$ cat config.mk
export PLATFORM = sky130hd
export DESIGN_NAME = dac_control_regs
export DESIGN_NICKNAME = d
export VERILOG_FILES = /design/src/rtl/dac_word_format.v /design/src/rtl/dac_control_regs.v
export VERILOG_INCLUDE_DIRS = /design/src /design/src/rtl
export SDC_FILE = /design/constraint.sdc
export NUM_CORES = 1
export LEC_CHECK = 0
export BUFFER_PORTS_ARGS = -buffer_cell sky130_fd_sc_hd__buf_2
export CORE_UTILIZATION = 50
export CTS_CLUSTER_SIZE = 40
export DETAILED_ROUTE_END_ITERATION = 10
export HOLD_SLACK_MARGIN = 0.05
export PLACE_DENSITY = 0.77
export SLEW_MARGIN = 15
export SYNTH_ARGS = -nofsm -noshare
export SYNTH_HDL_FRONTEND = slang
export SYNTH_SLANG_ARGS = --single-unit
$ cat constraint.sdc
create_clock -name clk_sys -period 3.14 [get_ports clk_sys]
set_input_delay 0.628 -clock clk_sys [delete_from_list [all_inputs] [get_ports clk_sys]]
set_output_delay 0.628 -clock clk_sys [all_outputs]
set_load 0.02 [all_outputs]
$ cat src/rtl/dac_control_defines.vh
// Constants for the converter control register block
`ifndef DAC_CONTROL_DEFINES_VH
`define DAC_CONTROL_DEFINES_VH

// Special-function addresses
`define ADDR_DATA_LOW    8'hfb
`define ADDR_DATA_HIGH   8'hfc
`define ADDR_CONTROL     8'hfd

// Reset values
`define RESET_BYTE       8'h00
`define RESET_WORD       12'h000
`define SEL_RESET        1'b0

// Control bit positions
`define BIT_PIN_SELECT   4
`define BIT_NARROW       3
`define BIT_RANGE        2
`define BIT_CLEAR_N      1
`define BIT_ENABLE       0

// Writable control bits; the upper three are reserved and read zero
`define CONTROL_MASK     8'h1f

// Field widths
`define NIBBLE_ZERO      4'h0
`define HIGH_NIBBLE_MSB  3

`endif

$ cat src/rtl/dac_word_format.v
// Combinational formatting of the converter input word
`timescale 1ns/1ps
module dac_word_format (
   // Register contents
   input  wire [7:0]  data_low,
   input  wire [7:0]  data_high,
   // Mode
   input  wire        narrow_mode,
   // Formatted word
   output wire [11:0] word
);
`include "dac_control_defines.vh"

   // Narrow mode puts the low byte on the top bits, right-justified otherwise
   assign word = narrow_mode ? {data_low, `NIBBLE_ZERO}
                             : {data_high[`HIGH_NIBBLE_MSB:0], data_low};

endmodule

$ cat src/rtl/dac_control_regs.v
// Register file and update logic for the on-chip voltage-output converter
//
// Notes on behaviour
// - In 12-bit mode the output word loads only on a low-byte write.
// - Narrow mode: low byte drives top eight bits, bottom four bits zero.
// - Control bit 4 routes output to the alternate pin when set.
// - Control bit 2 selects supply range when set, internal reference when clear.
// - Control bit 1 low holds both data registers at zero.
// - Control bit 0 low powers the converter down.
// - Control bits 7 to 5 are reserved and have no function.
// - In 12-bit mode data is right-justified: low byte bits 7..0, high nibble bits 11..8.
// - Reset clears control and both data registers to zero.
`timescale 1ns/1ps
module dac_control_regs (
   // Clock and reset
   input  wire        clk_sys,
   input  wire        reset_n,
   // Special-function register port
   input  wire [7:0]  sfr_addr,
   input  wire        sfr_wr,
   input  wire        sfr_rd,
   input  wire [7:0]  sfr_wdata,
   output reg  [7:0]  sfr_rdata,
   output reg         sfr_sel,
   // Converter controls
   output reg  [11:0] converter_word,
   output reg         output_pin_select,
   output reg         range_select,
   output reg         power_down,
   output reg         narrow_mode
);
`include "dac_control_defines.vh"

   // Stored registers
   reg  [7:0]  converter_data_low_r;
   reg  [7:0]  converter_data_high_r;
   reg  [7:0]  converter_control_r;
   reg  [7:0]  converter_data_low_nxt;
   reg  [7:0]  converter_data_high_nxt;
   reg  [7:0]  converter_control_nxt;
   reg  [11:0] converter_word_nxt;
   reg  [7:0]  rdata_nxt;

   wire        hit_low;
   wire        hit_high;
   wire        hit_ctrl;
   wire        clear_n_nxt;
   wire [11:0] formatted;
   wire        wr_low;
   wire        wr_high;
   wire        wr_ctrl;
   wire        read_hit;
   wire [7:0]  control_mask;
   wire [7:0]  control_write;
   wire [7:0]  control_reset;
   genvar      gi;

   // Address decode, used for both reads and writes
   function match;
      input [7:0] addr;
      input [7:0] target;
      begin
         match = (addr == target);
      end
   endfunction

   assign hit_low  = match(sfr_addr, `ADDR_DATA_LOW);
   assign hit_high = match(sfr_addr, `ADDR_DATA_HIGH);
   assign hit_ctrl = match(sfr_addr, `ADDR_CONTROL);

   // One strobe per register keeps the decode in a single place
   assign wr_low   = sfr_wr & hit_low;
   assign wr_high  = sfr_wr & hit_high;
   assign wr_ctrl  = sfr_wr & hit_ctrl;
   assign read_hit = sfr_rd & (hit_low | hit_high | hit_ctrl);

   // Writable mask and reset image of the control register
   assign control_mask  = `CONTROL_MASK;
   assign control_reset = `RESET_BYTE;

   // Per-bit write gating; reserved positions can never hold a one
   generate
      for (gi = 0; gi < 8; gi = gi + 1) begin : g_ctrl_bit
         assign control_write[gi] = sfr_wdata[gi] & control_mask[gi];
      end
   endgenerate

   // Next control value; reserved bits never store
   always @* begin
      converter_control_nxt = converter_control_r;
      if (wr_ctrl) begin
         converter_control_nxt = control_write;
      end
   end

   assign clear_n_nxt = converter_control_nxt[`BIT_CLEAR_N];

   // Data registers; a clear in effect overrides any write in the same cycle
   always @* begin
      converter_data_low_nxt  = converter_data_low_r;
      converter_data_high_nxt = converter_data_high_r;
      if (wr_low) begin
         converter_data_low_nxt = sfr_wdata;
      end
      if (wr_high) begin
         converter_data_high_nxt = sfr_wdata;
      end
      if (!clear_n_nxt) begin
         converter_data_low_nxt  = `RESET_BYTE;
         converter_data_high_nxt = `RESET_BYTE;
      end
   end

   // Word as it would appear from the new register contents
   dac_word_format u_format (
      .data_low    (converter_data_low_nxt),
      .data_high   (converter_data_high_nxt),
      .narrow_mode (converter_control_nxt[`BIT_NARROW]),
      .word        (formatted)
   );

   // Output word loads on a low-byte write; a clear also zeroes it at once
   always @* begin
      converter_word_nxt = converter_word;
      if (wr_low) begin
         converter_word_nxt = formatted;
      end
      if (!clear_n_nxt) begin
         converter_word_nxt = `RESET_WORD;
      end
   end

   // Read mux; unmapped addresses read zero and do not claim the bus
   always @* begin
      rdata_nxt = `RESET_BYTE;
      if (sfr_rd && hit_low) begin
         rdata_nxt = converter_data_low_r;
      end else if (sfr_rd && hit_high) begin
         rdata_nxt = converter_data_high_r;
      end else if (sfr_rd && hit_ctrl) begin
         rdata_nxt = converter_control_r;
      end
   end

   // Low data byte
   always @(posedge clk_sys) begin
      if (!reset_n) begin
         converter_data_low_r <= `RESET_BYTE;
      end else begin
         converter_data_low_r <= converter_data_low_nxt;
      end
   end

   // High data byte; upper nibble is kept for readback only
   always @(posedge clk_sys) begin
      if (!reset_n) begin
         converter_data_high_r <= `RESET_BYTE;
      end else begin
         converter_data_high_r <= converter_data_high_nxt;
      end
   end

   // Control register
   always @(posedge clk_sys) begin
      if (!reset_n) begin
         converter_control_r <= `RESET_BYTE;
      end else begin
         converter_control_r <= converter_control_nxt;
      end
   end

   // Converter word; reset agrees with the cleared data registers
   always @(posedge clk_sys) begin
      if (!reset_n) begin
         converter_word <= `RESET_WORD;
      end else begin
         converter_word <= converter_word_nxt;
      end
   end

   // Output routing; alternate pin when set
   always @(posedge clk_sys) begin
      if (!reset_n) begin
         output_pin_select <= control_reset[`BIT_PIN_SELECT];
      end else begin
         output_pin_select <= converter_control_nxt[`BIT_PIN_SELECT];
      end
   end

   // Output range; supply when set, internal reference when clear
   always @(posedge clk_sys) begin
      if (!reset_n) begin
         range_select <= control_reset[`BIT_RANGE];
      end else begin
         range_select <= converter_control_nxt[`BIT_RANGE];
      end
   end

   // Power-down is the inverse of the enable bit, so reset starts powered down
   always @(posedge clk_sys) begin
      if (!reset_n) begin
         power_down <= ~control_reset[`BIT_ENABLE];
      end else begin
         power_down <= ~converter_control_nxt[`BIT_ENABLE];
      end
   end

   // Narrow flag from the next value, so it moves on the write edge itself
   always @(posedge clk_sys) begin
      if (!reset_n) begin
         narrow_mode <= control_reset[`BIT_NARROW];
      end else begin
         narrow_mode <= converter_control_nxt[`BIT_NARROW];
      end
   end

   // Read port; data and select stand one cycle, then fall back to zero
   always @(posedge clk_sys) begin
      if (!reset_n) begin
         sfr_rdata <= `RESET_BYTE;
         sfr_sel   <= `SEL_RESET;
      end else begin
         sfr_rdata <= rdata_nxt;
         sfr_sel   <= read_hit;
      end
   end

endmodule

==> run metrics <==
clock tree buffer depth=2; number of diodes=0; fmax=446 MHz; Avg Synthesized Cell Area=9.80 um^2; endpoint class of the critical path=flip-flop; P&R area growth vs syn=18.2%; total grt overflow=0; core area=0.00342 mm^2; wire length of the first global-routing pass=7160 um; Tot GR Track Use=23.1%; distinct cell type count after synthesis=35; clk sink count=43; power per cell area=434 mW/mm^2; Seq/Total Area, Yosys=47.0%; hold-fix buffers at CTS=0; worst-margin pin slew=0.628 ns; syn nets=207; wire per inst=14.9 um; LEAKAGE=0.000900 uW; ANT nets after route=0; Slew HR=57.3%; final wirelength=4160 um; dpl hpwl=2980 um; Root Driver=clkbuf_4; Vias/cell=5.59; CTS buffer count=5; H-tree Lvls=2; drt first pass iters=4; Synthesis Warnings=0; outcome=finished, final reports clean; Fill cells=277; io pins=45; initial antenna violation count=0; nets@finish=253; drt drc=0; DP Cell Count=272; Worst path slowest cell=mux2i_2; post_cts resized=0; vias in the first global route=1,526; Worst-path clk slew=0.13 ns; multi-input combinational cell area=907 um^2; Fin. Hold Viols=0; final slew viol count=0; num rows=21; Synth Cell Area=0.00183 mm^2; Worst EP required=3.39 ns; Mapped Cells=187; Final Wtd Congestion=0.796; final setup fails=0; placed inst area=0.00208 mm^2; WP data arrival=2.50 ns; Buffers on Ports=44; Die X=62.5 um; critical path's largest stage delay=0.62 ns; initial core utilization=53.6%; Finished Cell Area=0.00216 mm^2; fin crit share=71.5%; Starting DRT DRC Count=59; MaxCap Viol Count=0; Setup Skew=0.00982 ns; RSZ-0062 raised after global routing=no; Die ar.=0.00391 mm^2; pin count of the biggest net entering global routing=23; CP cell instances=buf_2, nand3b_1, nor3_4, mux2i_2, o21ai_0, a221oi_1; clock latency at the later pin of the worst-skew pair=0.35 ns; worst hold slack=0.455 ns; Setup Fix Bufs, Post-CTS=0; vias=1,566; CTS tree=built; register area=861 um^2; die height=62.5 um; clock period minus worst slack=2.24 ns; final std cells w/o fill=280; Worst VDD drop=369 uV; setup tns final=0 ns; Yosys reg bits=43; worst hold path type=reg -> reg; CP Max Fanout=10; critical path type=in -> reg; layout cells sized above 1=27.4%; CP startpoint kind=primary input
Yosys cell counts, drive strengths merged:
| cell | n | area [um^2] |
|---|---|---|
| inv | 4 | 15.0 |
| nand4 | 3 | 25.0 |
| a22o | 3 | 27.5 |
| nand3b | 3 | 22.5 |
| nand2 | 21 | 78.8 |
| nand3 | 6 | 30.0 |
| a22oi | 4 | 30.0 |
| o21ai | 4 | 20.0 |
| nor2 | 15 | 56.3 |
| and2b | 1 | 8.76 |
| a221oi | 3 | 26.3 |
| dfxtp | 43 | 861 |
| a211o | 1 | 8.76 |
| mux2i | 27 | 274 |
| buf | 3 | 30.0 |
| nor3 | 3 | 37.5 |
| or3 | 1 | 6.26 |
| and4 | 1 | 8.76 |
| clkbuf | 5 | 18.8 |
| a21oi | 9 | 45.0 |
| mux2 | 1 | 11.3 |
| a221o | 1 | 10.0 |
| and3 | 1 | 7.51 |
| o211a | 1 | 10.0 |
| a31oi | 1 | 6.26 |
| or3b | 1 | 8.76 |
| o2bb2ai | 5 | 43.8 |
| and2 | 6 | 37.5 |
| and3b | 1 | 10.0 |
| nor2b | 9 | 56.3 |
registers in the layout (all words and copies together) (netlist names):
signal and count:
power_down 1, converter_control_r 5, sfr_sel 1, converter_word 12, converter_data_high_r 8, sfr_rdata 8, converter_data_low_r 8
worst max-delay path: cells and delay by family:
| family | cells | cell delay, ns |
|---|---|---|
| mux | 1 | 0.62 |
| compound gates | 2 | 0.47 |
| buf+inv | 1 | 0.21 |
| simple gates | 2 | 0.56 |
layer usage:
metal  GRT usage [%]  up-vias  routed length, um
met5               0        -                  0
met4            8.43        0                 43
met3            6.75        6                295
met2            35.9       65               1950
met1            30.2      738               1860
li1                -      757                  -
cells in the final DEF (no fill, tap or decap), drive strengths merged, types with 2 or more instances in the layout:
master and n:
a21oi 9, a22o 3, nand3b 3, o21ai 4, nand3 6, a22oi 4, nor2b 9, o2bb2ai 5
nand2 21, dfxtp 43, clkbuf 5, a221oi 3, nor2 15, and2 6, nand4 3, mux2i 27
buf 47, inv 4, clkinv 2, nor3 3
kinds of logic (layout without fill, tap and decap cells):
kind of cell / count (synthesis) / after routing / share of synthesized area, %
simple gates: 72 / 72 / 21.5
flops: 43 / 43 / 47.0
compound gates: 32 / 32 / 12.4
mux: 28 / 28 / 15.6
buf+inv: 12 / 59 / 3.48
path summary, 6_finish.rpt:
kind                                from                 to  slack [ns]  depth (start not counted)
setup / recovery             sfr_addr[0]  converter_word[9]        0.90                          6
hold / removal         converter_word[1]  converter_word[1]        0.45                          2
setup reg to reg  converter_control_r[3]  converter_word[9]        1.63                          3
hold reg to reg        converter_word[1]  converter_word[1]        0.45                          2
metrics by stage:
step	setup WS, ns	util (%)	total power (uW)
6_report	0.896	63.4	938
5_1_grt	0.593	63.4	975
4_1_cts	0.900	63.4	945
3_5_place_dp	0.542	61.0	598
3_3_place_gp	0.639	61.0	598
2_1_floorplan	0.845	-	577
final cells by class:
type                    instances  area share (%)
clock inverters                 3            2.02
well taps                      46            2.66
multi-input cells             132            41.9
repair buffers                 47            11.2
flip-flops and latches         43            39.8
inverters                       4           0.694
clock buffers                   5            1.73
power by group:
group          switching, uW  total (uW)  internal [uW]
registers              0.115         546            546
clock network            184         352            168
logic                   24.8        41.0           16.2
total                    209         938            730
Note: power is estimated with default switching activity, not from simulation.
